<file path="config.mk">
export PLATFORM = sky130hd
export DESIGN_NAME = load_limit_status
export DESIGN_NICKNAME = d
export VERILOG_FILES = /design/src/shared/lim_pkg.sv /design/src/rtl/limit_pair.sv /design/src/rtl/sticky_flags.sv /design/src/rtl/load_limit_status.sv
export SDC_FILE = /design/constraint.sdc
export NUM_CORES = 1
export LEC_CHECK = 0
export ABC_CLOCK_PERIOD_IN_PS = 3240
export BUFFER_PORTS_ARGS = -buffer_cell sky130_fd_sc_hd__buf_2
export CAP_MARGIN = 0
export CORE_MARGIN = 4
export CORE_UTILIZATION = 45
export CTS_BUF_LIST = sky130_fd_sc_hd__clkbuf_8
export DETAILED_ROUTE_END_ITERATION = 8
export SLEW_MARGIN = 20
export SYNTH_ARGS = -nofsm -noshare
export SYNTH_HDL_FRONTEND = slang
export SYNTH_SLANG_ARGS = --single-unit
</file>
<file path="constraint.sdc">
create_clock -name mclk -period 3.24 [get_ports mclk]
set_clock_uncertainty 0.1 [all_clocks]
set_input_delay 0.162 -clock mclk [delete_from_list [all_inputs] [get_ports mclk]]
set_output_delay 0.162 -clock mclk [all_outputs]
set_load 0.02 [all_outputs]
</file>
<file path="src/shared/lim_pkg.sv">
// Types and constants shared by the load limit and status logic.
// Assumes one clock, a synchronous reset and host text commands already parsed into words.
package lim_pkg;
  localparam int DATA_W = 16;
  localparam int DUTY_W = 7;
  localparam int ERROR_W = 6;
  localparam int PROTECTION_FLAGS_W = 4;
  localparam int LIMIT_N = 4;
  localparam logic [DATA_W-1:0] LIMIT_UPPER_RESET = 16'hFFFF;
  localparam logic [DATA_W-1:0] LIMIT_LOWER_RESET = 16'h0000;
  // Duty is held in hundredths.
  localparam logic [DUTY_W-1:0] DUTY_MIN = 7'h01;
  localparam logic [DUTY_W-1:0] DUTY_MAX = 7'h63;
  localparam logic [DUTY_W-1:0] DUTY_RESET = 7'h32;
  localparam logic [DATA_W-1:0] DIMMING_FREQUENCY_DC = 16'h0000;
  localparam logic [DATA_W-1:0] DIMMING_FREQUENCY_RESET = 16'h0000;
  // Current below this word selects the precise range under automatic ranging.
  localparam logic [DATA_W-1:0] RANGE_PRECISE_BELOW = 16'h1000;
  localparam int ERR_OPERATION_BIT = 4;
  localparam int ERR_COMMAND_BIT = 5;
  localparam int PROTECTION_FLAGS_POWER_BIT = 0;
  localparam int PROTECTION_FLAGS_TEMPERATURE_BIT = 1;
  localparam int PROTECTION_FLAGS_VOLTAGE_BIT = 2;
  localparam int PROTECTION_FLAGS_CURRENT_BIT = 3;

  typedef enum logic [2:0] {
    MODE_CONSTANT_CURRENT    = 3'h0,
    MODE_CONSTANT_RESISTANCE = 3'h1,
    MODE_CONSTANT_VOLTAGE    = 3'h2,
    MODE_CONSTANT_POWER      = 3'h3,
    MODE_LED_SIMULATION      = 3'h4
  } mode_t;

  typedef enum logic [1:0] {
    SENSE_OFF  = 2'h0,
    SENSE_ON   = 2'h1,
    SENSE_AUTO = 2'h2
  } sense_t;

  typedef enum logic [1:0] {
    LIM_CURRENT       = 2'h0,
    LIM_POWER         = 2'h1,
    LIM_VOLTAGE       = 2'h2,
    LIM_SHORT_VOLTAGE = 2'h3
  } limit_sel_t;

  typedef enum logic [4:0] {
    OP_SET_LOAD, OP_SET_MODE, OP_SET_SHORT, OP_SET_PRESET, OP_SET_SENSE,
    OP_SET_LEVEL, OP_SET_DYNAMIC, OP_SET_RANGE, OP_SET_FREQUENCY, OP_SET_DUTY,
    OP_SET_UPPER, OP_SET_LOWER, OP_CLEAR,
    OP_GET_LOAD, OP_GET_MODE, OP_GET_SHORT, OP_GET_PRESET, OP_GET_SENSE,
    OP_GET_LEVEL, OP_GET_DYNAMIC, OP_GET_FREQUENCY, OP_GET_DUTY,
    OP_GET_UPPER, OP_GET_LOWER, OP_GET_ERROR, OP_GET_PROTECTION, OP_GET_NO_GOOD
  } op_t;

  typedef struct packed {
    logic              valid;
    op_t               op;
    limit_sel_t        sel;
    logic [DATA_W-1:0] value;
  } cmd_t;

  typedef struct packed {
    logic              valid;
    logic [DATA_W-1:0] current;
    logic [DATA_W-1:0] power;
    logic [DATA_W-1:0] voltage;
  } meas_t;

  typedef struct packed {
    logic              valid;
    logic              refused;
    logic [DATA_W-1:0] data;
  } rsp_t;

  function automatic logic isOp(input cmd_t c, input op_t o);
    return c.valid && (c.op == o);
  endfunction : isOp

  function automatic logic [DATA_W-1:0] bitWord(input logic b);
    return {{(DATA_W-1){1'b0}}, b};
  endfunction : bitWord
endpackage : lim_pkg

</file>
<file path="src/rtl/limit_pair.sv">
// One programmable high and low limit pair and its window comparison.
// Assumes at most one of the two write strobes is high in a cycle.
`timescale 1ns/100ps
module limit_pair (
  input  logic                       mclk,
  input  logic                       sys_rst,
  input  logic                       wrUpper,
  input  logic                       wrLower,
  input  logic [lim_pkg::DATA_W-1:0] wrValue,
  input  logic [lim_pkg::DATA_W-1:0] sample,
  output logic [lim_pkg::DATA_W-1:0] upper,
  output logic [lim_pkg::DATA_W-1:0] lower,
  output logic                       outside,
  output logic                       refused
);
  typedef struct packed {
    logic [lim_pkg::DATA_W-1:0] upper;
    logic [lim_pkg::DATA_W-1:0] lower;
  } pair_t;

  pair_t q;
  pair_t d;

  always_comb begin
    d = q;
    refused = (wrUpper && (wrValue < q.lower)) || (wrLower && (wrValue > q.upper));
    if (wrUpper && !refused) begin
      d.upper = wrValue;
    end
    if (wrLower && !refused) begin
      d.lower = wrValue;
    end
  end

  always_ff @(posedge mclk) begin
    if (sys_rst) begin
      q <= '{upper: lim_pkg::LIMIT_UPPER_RESET, lower: lim_pkg::LIMIT_LOWER_RESET};
    end else begin
      q <= d;
    end
  end

  assign upper = q.upper;
  assign lower = q.lower;
  // Both limits count as inside.
  assign outside = (sample < q.lower) || (sample > q.upper);

  property p_orderedPair;
    @(posedge mclk) disable iff (sys_rst) q.lower <= q.upper;
  endproperty
  a_orderedPair: assert property (p_orderedPair)
    else $error("Lower limit above upper limit.");

  property p_refusedKeeps;
    @(posedge mclk) disable iff (sys_rst) refused |=> $stable(q);
  endproperty
  a_refusedKeeps: assert property (p_refusedKeeps)
    else $error("Refused limit write changed the pair.");
endmodule : limit_pair

</file>
<file path="src/rtl/sticky_flags.sv">
// A row of sticky event flags that a single clear strobe zeroes.
// Assumes events are one-cycle or level inputs on the same clock.
`timescale 1ns/100ps
module sticky_flags #(
  parameter int W = 4
) (
  input  logic         mclk,
  input  logic         sys_rst,
  input  logic [W-1:0] setEvent,
  input  logic         clear,
  output logic [W-1:0] flags
);
  typedef struct packed {
    logic [W-1:0] flags;
  } flag_state_t;

  flag_state_t q;
  flag_state_t d;

  // An event in the clearing cycle survives the clear.
  always_comb begin
    d.flags = (clear ? '0 : q.flags) | setEvent;
  end

  always_ff @(posedge mclk) begin
    if (sys_rst) begin
      q <= '0;
    end else begin
      q <= d;
    end
  end

  assign flags = q.flags;

  property p_flagsHold;
    @(posedge mclk) disable iff (sys_rst) !clear |=> ((flags & $past(flags)) == $past(flags));
  endproperty
  a_flagsHold: assert property (p_flagsHold)
    else $error("Flag dropped without a clear.");

  property p_clearZeroes;
    @(posedge mclk) disable iff (sys_rst) (clear && (setEvent == '0)) |=> (flags == '0);
  endproperty
  a_clearZeroes: assert property (p_clearZeroes)
    else $error("Clear left a flag set.");
endmodule : sticky_flags

</file>
<file path="src/rtl/load_limit_status.sv">
// Limit checking, no-good flag and status readback for one electronic load module.
// Assumes parsed host commands and measurement samples arrive as one-cycle valid words.
`timescale 1ns/100ps
module load_limit_status (
  input  logic                       mclk,
  input  logic                       sys_rst,
  input  lim_pkg::cmd_t              cmd,
  input  lim_pkg::meas_t             meas,
  input  logic [3:0]                 channelErrorEvent,
  input  logic                       overPowerTrip,
  input  logic                       overTemperatureTrip,
  input  logic                       overVoltageTrip,
  input  logic                       overCurrentTrip,
  output lim_pkg::rsp_t              rsp,
  output logic                       noGoodLed,
  output logic                       loadEnable,
  output logic                       shortTestActive,
  output logic                       currentRangePrecise,
  output logic [lim_pkg::DATA_W-1:0] dimmingFrequency,
  output logic [lim_pkg::DUTY_W-1:0] dimmingDuty
);
  typedef struct packed {
    logic                       loadOn;
    lim_pkg::mode_t             mode;
    logic                       shortActive;
    logic                       presetOn;
    lim_pkg::sense_t            sense;
    logic                       levelHigh;
    logic                       staticOp;
    logic                       rangeAuto;
    logic                       rangePrecise;
    logic [lim_pkg::DATA_W-1:0] frequency;
    logic [lim_pkg::DUTY_W-1:0] duty;
    logic [lim_pkg::DUTY_W-1:0] dutyOut;
    logic                       noGood;
    lim_pkg::rsp_t              rsp;
  } state_t;

  state_t q;
  state_t d;

  logic [lim_pkg::LIMIT_N-1:0]  wrUpper;
  logic [lim_pkg::LIMIT_N-1:0]  wrLower;
  logic [lim_pkg::LIMIT_N-1:0]  outside;
  logic [lim_pkg::LIMIT_N-1:0]  pairRefused;
  logic [lim_pkg::DATA_W-1:0]   sample [lim_pkg::LIMIT_N];
  logic [lim_pkg::DATA_W-1:0]   upper [lim_pkg::LIMIT_N];
  logic [lim_pkg::DATA_W-1:0]   lower [lim_pkg::LIMIT_N];
  logic [lim_pkg::ERROR_W-1:0]  errorFlags;
  logic [lim_pkg::PROTECTION_FLAGS_W-1:0]   protectionFlags;
  logic [lim_pkg::ERROR_W-1:0]  errorEvent;
  logic [lim_pkg::PROTECTION_FLAGS_W-1:0]   protectionEvent;
  logic                         clearFlagsCommand;
  logic                         setRefused;
  logic                         commandError;
  logic                         currentChecked;
  logic                         powerChecked;
  logic                         voltageOutside;

  // The short-test pair watches the same voltage as the normal pair.
  assign sample[lim_pkg::LIM_CURRENT] = meas.current;
  assign sample[lim_pkg::LIM_POWER] = meas.power;
  assign sample[lim_pkg::LIM_VOLTAGE] = meas.voltage;
  assign sample[lim_pkg::LIM_SHORT_VOLTAGE] = meas.voltage;

  for (genvar i = 0; i < lim_pkg::LIMIT_N; i++) begin : g_pair
    assign wrUpper[i] = lim_pkg::isOp(cmd, lim_pkg::OP_SET_UPPER) && (cmd.sel == i);
    assign wrLower[i] = lim_pkg::isOp(cmd, lim_pkg::OP_SET_LOWER) && (cmd.sel == i);

    limit_pair u_pair (
      .mclk    (mclk),
      .sys_rst (sys_rst),
      .wrUpper (wrUpper[i]),
      .wrLower (wrLower[i]),
      .wrValue (cmd.value),
      .sample  (sample[i]),
      .upper   (upper[i]),
      .lower   (lower[i]),
      .outside (outside[i]),
      .refused (pairRefused[i])
    );
  end

  assign clearFlagsCommand = lim_pkg::isOp(cmd, lim_pkg::OP_CLEAR);

  always_comb begin
    errorEvent = '0;
    errorEvent[lim_pkg::ERR_OPERATION_BIT-1:0] = channelErrorEvent;
    errorEvent[lim_pkg::ERR_OPERATION_BIT] = setRefused;
    errorEvent[lim_pkg::ERR_COMMAND_BIT] = commandError;
    protectionEvent = '0;
    protectionEvent[lim_pkg::PROTECTION_FLAGS_POWER_BIT] = overPowerTrip;
    protectionEvent[lim_pkg::PROTECTION_FLAGS_TEMPERATURE_BIT] = overTemperatureTrip;
    protectionEvent[lim_pkg::PROTECTION_FLAGS_VOLTAGE_BIT] = overVoltageTrip;
    protectionEvent[lim_pkg::PROTECTION_FLAGS_CURRENT_BIT] = overCurrentTrip;
  end

  sticky_flags #(
    .W (lim_pkg::ERROR_W)
  ) u_error (
    .mclk     (mclk),
    .sys_rst  (sys_rst),
    .setEvent (errorEvent),
    .clear    (clearFlagsCommand),
    .flags    (errorFlags)
  );

  sticky_flags #(
    .W (lim_pkg::PROTECTION_FLAGS_W)
  ) u_protection (
    .mclk     (mclk),
    .sys_rst  (sys_rst),
    .setEvent (protectionEvent),
    .clear    (clearFlagsCommand),
    .flags    (protectionFlags)
  );

  // Which limit pairs apply in the present mode and test state.
  always_comb begin
    currentChecked = (q.mode == lim_pkg::MODE_CONSTANT_CURRENT) ||
                     (q.mode == lim_pkg::MODE_CONSTANT_RESISTANCE);
    powerChecked = (q.mode == lim_pkg::MODE_CONSTANT_POWER) ||
                   (q.mode == lim_pkg::MODE_CONSTANT_RESISTANCE);
    voltageOutside = q.shortActive ? outside[lim_pkg::LIM_SHORT_VOLTAGE]
                                   : outside[lim_pkg::LIM_VOLTAGE];
  end

  always_comb begin
    d = q;
    d.rsp = '0;
    setRefused = 1'b0;
    commandError = 1'b0;
    if (meas.valid) begin
      d.noGood = (currentChecked && outside[lim_pkg::LIM_CURRENT]) ||
                 (powerChecked && outside[lim_pkg::LIM_POWER]) ||
                 voltageOutside;
    end
    if (!q.rangeAuto) begin
      d.rangePrecise = 1'b0;
    end else if (meas.valid) begin
      d.rangePrecise = meas.current < lim_pkg::RANGE_PRECISE_BELOW;
    end
    if (cmd.valid) begin
      d.rsp.valid = 1'b1;
      unique case (cmd.op)
        lim_pkg::OP_SET_LOAD: begin
          d.loadOn = cmd.value[0];
        end
        lim_pkg::OP_SET_MODE: begin
          if (cmd.value > lim_pkg::DATA_W'(lim_pkg::MODE_LED_SIMULATION)) begin
            setRefused = 1'b1;
          end else begin
            d.mode = lim_pkg::mode_t'(cmd.value[2:0]);
          end
        end
        lim_pkg::OP_SET_SHORT: begin
          d.shortActive = cmd.value[0];
        end
        lim_pkg::OP_SET_PRESET: begin
          d.presetOn = cmd.value[0];
        end
        lim_pkg::OP_SET_SENSE: begin
          if (cmd.value > lim_pkg::DATA_W'(lim_pkg::SENSE_AUTO)) begin
            setRefused = 1'b1;
          end else begin
            d.sense = lim_pkg::sense_t'(cmd.value[1:0]);
          end
        end
        lim_pkg::OP_SET_LEVEL: begin
          d.levelHigh = cmd.value[0];
        end
        lim_pkg::OP_SET_DYNAMIC: begin
          d.staticOp = !cmd.value[0];
        end
        lim_pkg::OP_SET_RANGE: begin
          d.rangeAuto = cmd.value[0];
        end
        lim_pkg::OP_SET_FREQUENCY: begin
          d.frequency = cmd.value;
        end
        lim_pkg::OP_SET_DUTY: begin
          if ((q.frequency == lim_pkg::DIMMING_FREQUENCY_DC) ||
              (cmd.value < lim_pkg::DATA_W'(lim_pkg::DUTY_MIN)) ||
              (cmd.value > lim_pkg::DATA_W'(lim_pkg::DUTY_MAX))) begin
            setRefused = 1'b1;
          end else begin
            d.duty = cmd.value[lim_pkg::DUTY_W-1:0];
          end
        end
        lim_pkg::OP_SET_UPPER, lim_pkg::OP_SET_LOWER: begin
          setRefused = |pairRefused;
        end
        lim_pkg::OP_CLEAR: begin
          d.rsp.data = '0;
        end
        lim_pkg::OP_GET_LOAD: begin
          d.rsp.data = lim_pkg::bitWord(q.loadOn);
        end
        lim_pkg::OP_GET_MODE: begin
          d.rsp.data = lim_pkg::DATA_W'(q.mode);
        end
        lim_pkg::OP_GET_SHORT: begin
          d.rsp.data = lim_pkg::bitWord(!q.shortActive);
        end
        lim_pkg::OP_GET_PRESET: begin
          d.rsp.data = lim_pkg::bitWord(q.presetOn);
        end
        lim_pkg::OP_GET_SENSE: begin
          d.rsp.data = lim_pkg::bitWord(q.sense == lim_pkg::SENSE_ON);
        end
        lim_pkg::OP_GET_LEVEL: begin
          d.rsp.data = lim_pkg::bitWord(q.levelHigh);
        end
        lim_pkg::OP_GET_DYNAMIC: begin
          d.rsp.data = lim_pkg::bitWord(q.staticOp);
        end
        lim_pkg::OP_GET_FREQUENCY: begin
          d.rsp.data = q.frequency;
        end
        lim_pkg::OP_GET_DUTY: begin
          d.rsp.data = lim_pkg::DATA_W'(q.duty);
        end
        lim_pkg::OP_GET_UPPER: begin
          d.rsp.data = upper[cmd.sel];
        end
        lim_pkg::OP_GET_LOWER: begin
          d.rsp.data = lower[cmd.sel];
        end
        lim_pkg::OP_GET_ERROR: begin
          d.rsp.data = lim_pkg::DATA_W'(errorFlags);
        end
        lim_pkg::OP_GET_PROTECTION: begin
          d.rsp.data = lim_pkg::DATA_W'(protectionFlags);
        end
        lim_pkg::OP_GET_NO_GOOD: begin
          d.rsp.data = lim_pkg::bitWord(q.noGood);
        end
        default: begin
          commandError = 1'b1;
        end
      endcase
      d.rsp.refused = setRefused || commandError;
    end
    // A DC dimming frequency keeps every duty value from taking effect.
    d.dutyOut = (d.frequency == lim_pkg::DIMMING_FREQUENCY_DC) ? '0 : d.duty;
  end

  always_ff @(posedge mclk) begin
    if (sys_rst) begin
      q <= '{loadOn: 1'b0,
             mode: lim_pkg::MODE_CONSTANT_CURRENT,
             shortActive: 1'b0,
             presetOn: 1'b0,
             sense: lim_pkg::SENSE_OFF,
             levelHigh: 1'b0,
             staticOp: 1'b1,
             rangeAuto: 1'b1,
             rangePrecise: 1'b0,
             frequency: lim_pkg::DIMMING_FREQUENCY_RESET,
             duty: lim_pkg::DUTY_RESET,
             dutyOut: '0,
             noGood: 1'b0,
             rsp: '0};
    end else begin
      q <= d;
    end
  end

  assign rsp = q.rsp;
  assign noGoodLed = q.noGood;
  assign loadEnable = q.loadOn;
  assign shortTestActive = q.shortActive;
  assign currentRangePrecise = q.rangePrecise;
  assign dimmingFrequency = q.frequency;
  assign dimmingDuty = q.dutyOut;

  property p_dutyRange;
    @(posedge mclk) disable iff (sys_rst)
      (q.duty >= lim_pkg::DUTY_MIN) && (q.duty <= lim_pkg::DUTY_MAX);
  endproperty
  a_dutyRange: assert property (p_dutyRange)
    else $error("Stored duty outside its range.");

  property p_dutyAtDc;
    @(posedge mclk) disable iff (sys_rst)
      (lim_pkg::isOp(cmd, lim_pkg::OP_SET_DUTY) && (q.frequency == lim_pkg::DIMMING_FREQUENCY_DC))
      |=> (rsp.refused && $stable(q.duty) && (dimmingDuty == '0));
  endproperty
  a_dutyAtDc: assert property (p_dutyAtDc)
    else $error("Duty accepted at DC frequency.");

  property p_currentNoGood;
    @(posedge mclk) disable iff (sys_rst)
      (meas.valid && outside[lim_pkg::LIM_CURRENT] &&
       (q.mode == lim_pkg::MODE_CONSTANT_CURRENT)) |=> noGoodLed;
  endproperty
  a_currentNoGood: assert property (p_currentNoGood)
    else $error("Current outside limits without no-good.");

  property p_powerNoGood;
    @(posedge mclk) disable iff (sys_rst)
      (meas.valid && outside[lim_pkg::LIM_POWER] &&
       (q.mode == lim_pkg::MODE_CONSTANT_POWER)) |=> noGoodLed;
  endproperty
  a_powerNoGood: assert property (p_powerNoGood)
    else $error("Power outside limits without no-good.");

  property p_shortNoGood;
    @(posedge mclk) disable iff (sys_rst)
      (meas.valid && q.shortActive && outside[lim_pkg::LIM_SHORT_VOLTAGE]) |=> noGoodLed;
  endproperty
  a_shortNoGood: assert property (p_shortNoGood)
    else $error("Short-test voltage outside limits without no-good.");

  property p_insideGood;
    @(posedge mclk) disable iff (sys_rst)
      (meas.valid && (outside == '0)) |=> !noGoodLed;
  endproperty
  a_insideGood: assert property (p_insideGood)
    else $error("No-good raised with every quantity inside.");

  property p_modeReadback;
    @(posedge mclk) disable iff (sys_rst)
      lim_pkg::isOp(cmd, lim_pkg::OP_GET_MODE)
      |=> (rsp.valid && (rsp.data == lim_pkg::DATA_W'($past(q.mode))));
  endproperty
  a_modeReadback: assert property (p_modeReadback)
    else $error("Mode readback wrong.");

  property p_shortReadback;
    @(posedge mclk) disable iff (sys_rst)
      lim_pkg::isOp(cmd, lim_pkg::OP_GET_SHORT) |=> (rsp.data[0] == !shortTestActive);
  endproperty
  a_shortReadback: assert property (p_shortReadback)
    else $error("Short status readback wrong.");

  property p_senseReadback;
    @(posedge mclk) disable iff (sys_rst)
      lim_pkg::isOp(cmd, lim_pkg::OP_GET_SENSE)
      |=> (rsp.data[0] == ($past(q.sense) == lim_pkg::SENSE_ON));
  endproperty
  a_senseReadback: assert property (p_senseReadback)
    else $error("Sense readback wrong.");

  property p_noGoodQuery;
    @(posedge mclk) disable iff (sys_rst)
      lim_pkg::isOp(cmd, lim_pkg::OP_GET_NO_GOOD) |=> (rsp.data[0] == $past(noGoodLed));
  endproperty
  a_noGoodQuery: assert property (p_noGoodQuery)
    else $error("No-good query disagrees with the indicator.");

  property p_forcedRange;
    @(posedge mclk) disable iff (sys_rst)
      (!q.rangeAuto && !$past(q.rangeAuto)) |-> !currentRangePrecise;
  endproperty
  a_forcedRange: assert property (p_forcedRange)
    else $error("Precise range used while forced to the second range.");
endmodule : load_limit_status

</file>
==> results.yml <==
placement:
  gp_congestion: 0.9650
  dpl.hpwl_mm: 38.37
  io_buffer_count: 127
synthesis:
  syn_area_mm2: 0.01451
  yosysUniqueCellTypes: 75
  yosys_register_bits: 199
  synth_edf_count: 0
  netlist_instances: 1645
  syn_avg_cell_area_um2: 8.819
  synth_fp_nets: 1976
  ys_warn_count: 0
  async_reset_ff_share_pct: 0
  yosys_most_used_dff: "dfxtp_1"
  ys_seq_area_share_pct: 27.46
pwr:
  ir_worst_vdd_uv: 212.8
  p_leak_uw: 0.007740
  powerDensity_mw_per_mm2: 299.2
route:
  avgViaCountPerCell: 5.905
  drc: 0
  final_antenna_net_count: 0
  drt-total-wl_mm: 48.07
  wire_per_inst_um: 22.09
  drt-pass1-iter-count: 5
  drtIter0Drc: 943
  num_vias: 12850
worst_setup_path:
  critPathSlowestCell: "a2111oi_1"
  critPathMaxStageDelay_ns: 0.67
  cp-start-kind: "flop"
  crit_family: "compound AO/OA/AOI/OAI gates"
  crit_fanout: 3
  worstPathRequired_ns: 3.49
  criticalPathCategory: "reg2reg"
  cp.depth: 9
  crit_chain: "inv_1 > ha_1 > a21oi_1 > nor2_1 > a2111oi_0 > a2111oi_0 > a2111oi_1 > o311a_1 > a41oi_1"
  cp_data_arrival_time_ns: 3.41
  reg2regPathDepth: 9
  path_buf_inv: 1
  cpMostUsedCell: "a2111oi_0"
  worstSetupEndpointType: "flop"
final_layout:
  drive_gt1_share_pct: 14.66
  final_util_pct: 50.70
  syn_to_final_growth_pct: 10.84
  nFillCells: 3067
  multi_input_area_mm2: 0.009291
  fin_nets: 2092
  register_area_mm2: 0.003984
clocking:
  cts_setup_buffers: 0
  cts-buffers-inserted: 17
  clk_pin_slew_worst_paths_ns: 0.10
  insertion_delay_ns: 0.49
  cts_tree: "built"
  max-clock-path-buffers: 2
  cts.sink_count: 199
  root_buffer: "clkbuf_8"
  htreeDepth: 4
global_routing:
  grt_max_degree: 78
  antenna_found_initial: 0
  grtUsageTotal_pct: 26.58
  grt_pass1_vias: 12292
  overflow: 0
  grt_pass1_wl_mm: 72.79
timing:
  layout_min_cycle_time_ns: 3.163
  fin_crit_sh_pct: 97.63
  fmax_mhz: 316.1
  finalSetupViolCount: 0
  worst_pin_slew_ns: 0.9350
  maxSlewViolCount: 0
  finalHoldViolations: 0
  setup_tns_ns: 0
  slew_headroom_pct: 37.67
  grt_setup_unrepaired: "no"
floorplanning:
  die_h_um: 187.6
  die_area_mm2: 0.03518
  dieWidth_um: 187.6
  core_mm2: 0.03172
  io_pins: 128
  fp-row-count: 65
  start_util_pct: 45.74
flow_run:
  cap_violations: 0
run_status:
  outcome: "finished, final reports clean"
hold_path:
  hold_depth: 3
  min_path_type: "in2reg"
## report_power, final
part / internal [µW] / total, µW / switching, µW
registers: 2460 / 2480 / 15.7
logic: 288 / 752 / 464
clock network: 613 / 1580 / 964
total: 3370 / 4810 / 1440
## placed cells by master, fill, tap and decap left out, drive strengths merged, types with 4 or more instances in the layout
cell	instances
a21oi	115
and3	4
mux4	32
nor4	17
o21a	7
nor3	19
a2111oi	18
nand4	48
a211oi	11
nand3	28
a22oi	20
ha	248
a21o	29
o211ai	48
and2	6
or3	4
nand2b	9
nor2b	14
dlygate4sd3	31
dfxtp	199
inv	153
mux2i	94
clkbuf	17
nor2	152
a211o	13
o31ai	5
a31oi	8
nand2	151
buf	180
clkinv	4
o21ai	40
nand3b	5
## cell families (layout without fill, tap and decap cells)
logic type,after synthesis,count (layout),synth area share (%)
AND/OR/NAND/NOR,472,472,15.58
AO/OA/AOI/OAI,340,340,15.51
buffers and inverters,259,387,8.529
adder cells (fa/ha/maj),248,248,21.39
flip-flops,199,199,27.46
multiplexers,127,127,11.53
other,0,1,0
## Yosys cell counts (11+ instances only)
cell / count / share of area (%)
a21oi_1: 115 / 4.0
nor3_1: 18 / 0.62
a211o_1: 13 / 0.78
nand4_1: 47 / 2.0
buf_2: 16 / 0.55
o21ai_0: 38 / 1.3
o211ai_1: 48 / 2.5
a2111oi_0: 16 / 0.97
dfxtp_1: 199 / 27
a21o_1: 29 / 1.5
ha_1: 248 / 21
clkbuf_1: 39 / 1.0
a22oi_1: 20 / 1.0
mux2i_1: 94 / 6.5
nor4_1: 16 / 0.69
nand2_1: 151 / 3.9
nand3_1: 27 / 0.93
inv_1: 144 / 3.7
buf_4: 45 / 2.3
a211oi_1: 11 / 0.57
nor2b_1: 14 / 0.60
mux4_2: 32 / 5.0
nor2_1: 149 / 3.9
## flip-flops by register name, indices dropped and copies added, names as in the netlist
register and cells:
g_pair.u_pair.lower 64, g_pair.u_pair.upper 64, rsp 18, dimmingFrequency 16, q 16, dimmingDuty 7
u_error.flags 6, u_protection.flags 4, currentRangePrecise 1, loadEnable 1, noGoodLed 1, shortTestActive 1
## what timing repair did
| item | in CTS | in global routing |
|---|---|---|
| hold endpoints to repair | 52 | 0 |
| endpoints found under the setup margin | 0 | 2 |
| hold buffers | 31 | 0 |
| gates resized for setup | 0 | 2 |
## per-stage QoR
| stage | hold slack (ns) | instance area, µm² | total power, µW | instances | setup slack, ns |
|---|---|---|---|---|---|
| 2_1_floorplan | 0.1794 | 14510 | 2947 | 1645 | 0.7019 |
| 3_3_place_gp | 0.2668 | 15400 | 3234 | 2113 | 0.1290 |
| 3_5_place_dp | 0.2751 | 15400 | 3249 | 2113 | 0.1536 |
| 4_1_cts | 0.0005032 | 16070 | 4843 | 2175 | 0.1003 |
| 5_1_grt | 0.009103 | 16080 | 5009 | 2175 | 0.02440 |
| 6_report | 0.03713 | 16080 | 4810 | 2176 | 0.07666 |
## final cells by class
class / count / share of cell area [%]
multi-input combinational: 1187 / 57.78
sequential: 199 / 24.77
timing repair buffer: 211 / 8.683
inverter: 145 / 3.385
tap: 402 / 3.128
clock buffer: 17 / 1.455
clock inverter: 14 / 0.7781
antenna: 1 / 0.01556
## worst paths after layout
| kind | startpoint | to | slack [ns] |
|---|---|---|---|
| worst min-delay path | cmd[9] | g_pair[2].u_pair.upper[9] | 0.04 |
| worst max register to register | g_pair[1].u_pair.upper[1] | noGoodLed | 0.08 |
| worst min register to register | u_error.flags[5] | u_error.flags[5] | 0.36 |
| worst max-delay path | g_pair[1].u_pair.upper[1] | noGoodLed | 0.08 |
## layer usage
layer	vias up	GRT usage, %	part of all wire, %
met5	-	0	0
met1	6147	37.01	46
li1	6171	-	-
met4	0	10.14	4.0
met3	88	4.114	5.8
met2	444	41.69	44
## worst register-to-register path, delay by kind of cell, from the launching register on
family | cells | cell delay [ns]
compound gates | 6 | 2.10
fa+ha+maj | 1 | 0.31
buf+inv | 1 | 0.07
flops | 1 | 0.39
simple gates | 1 | 0.06
No activity file was read; power rests on OpenSTA's default activity.
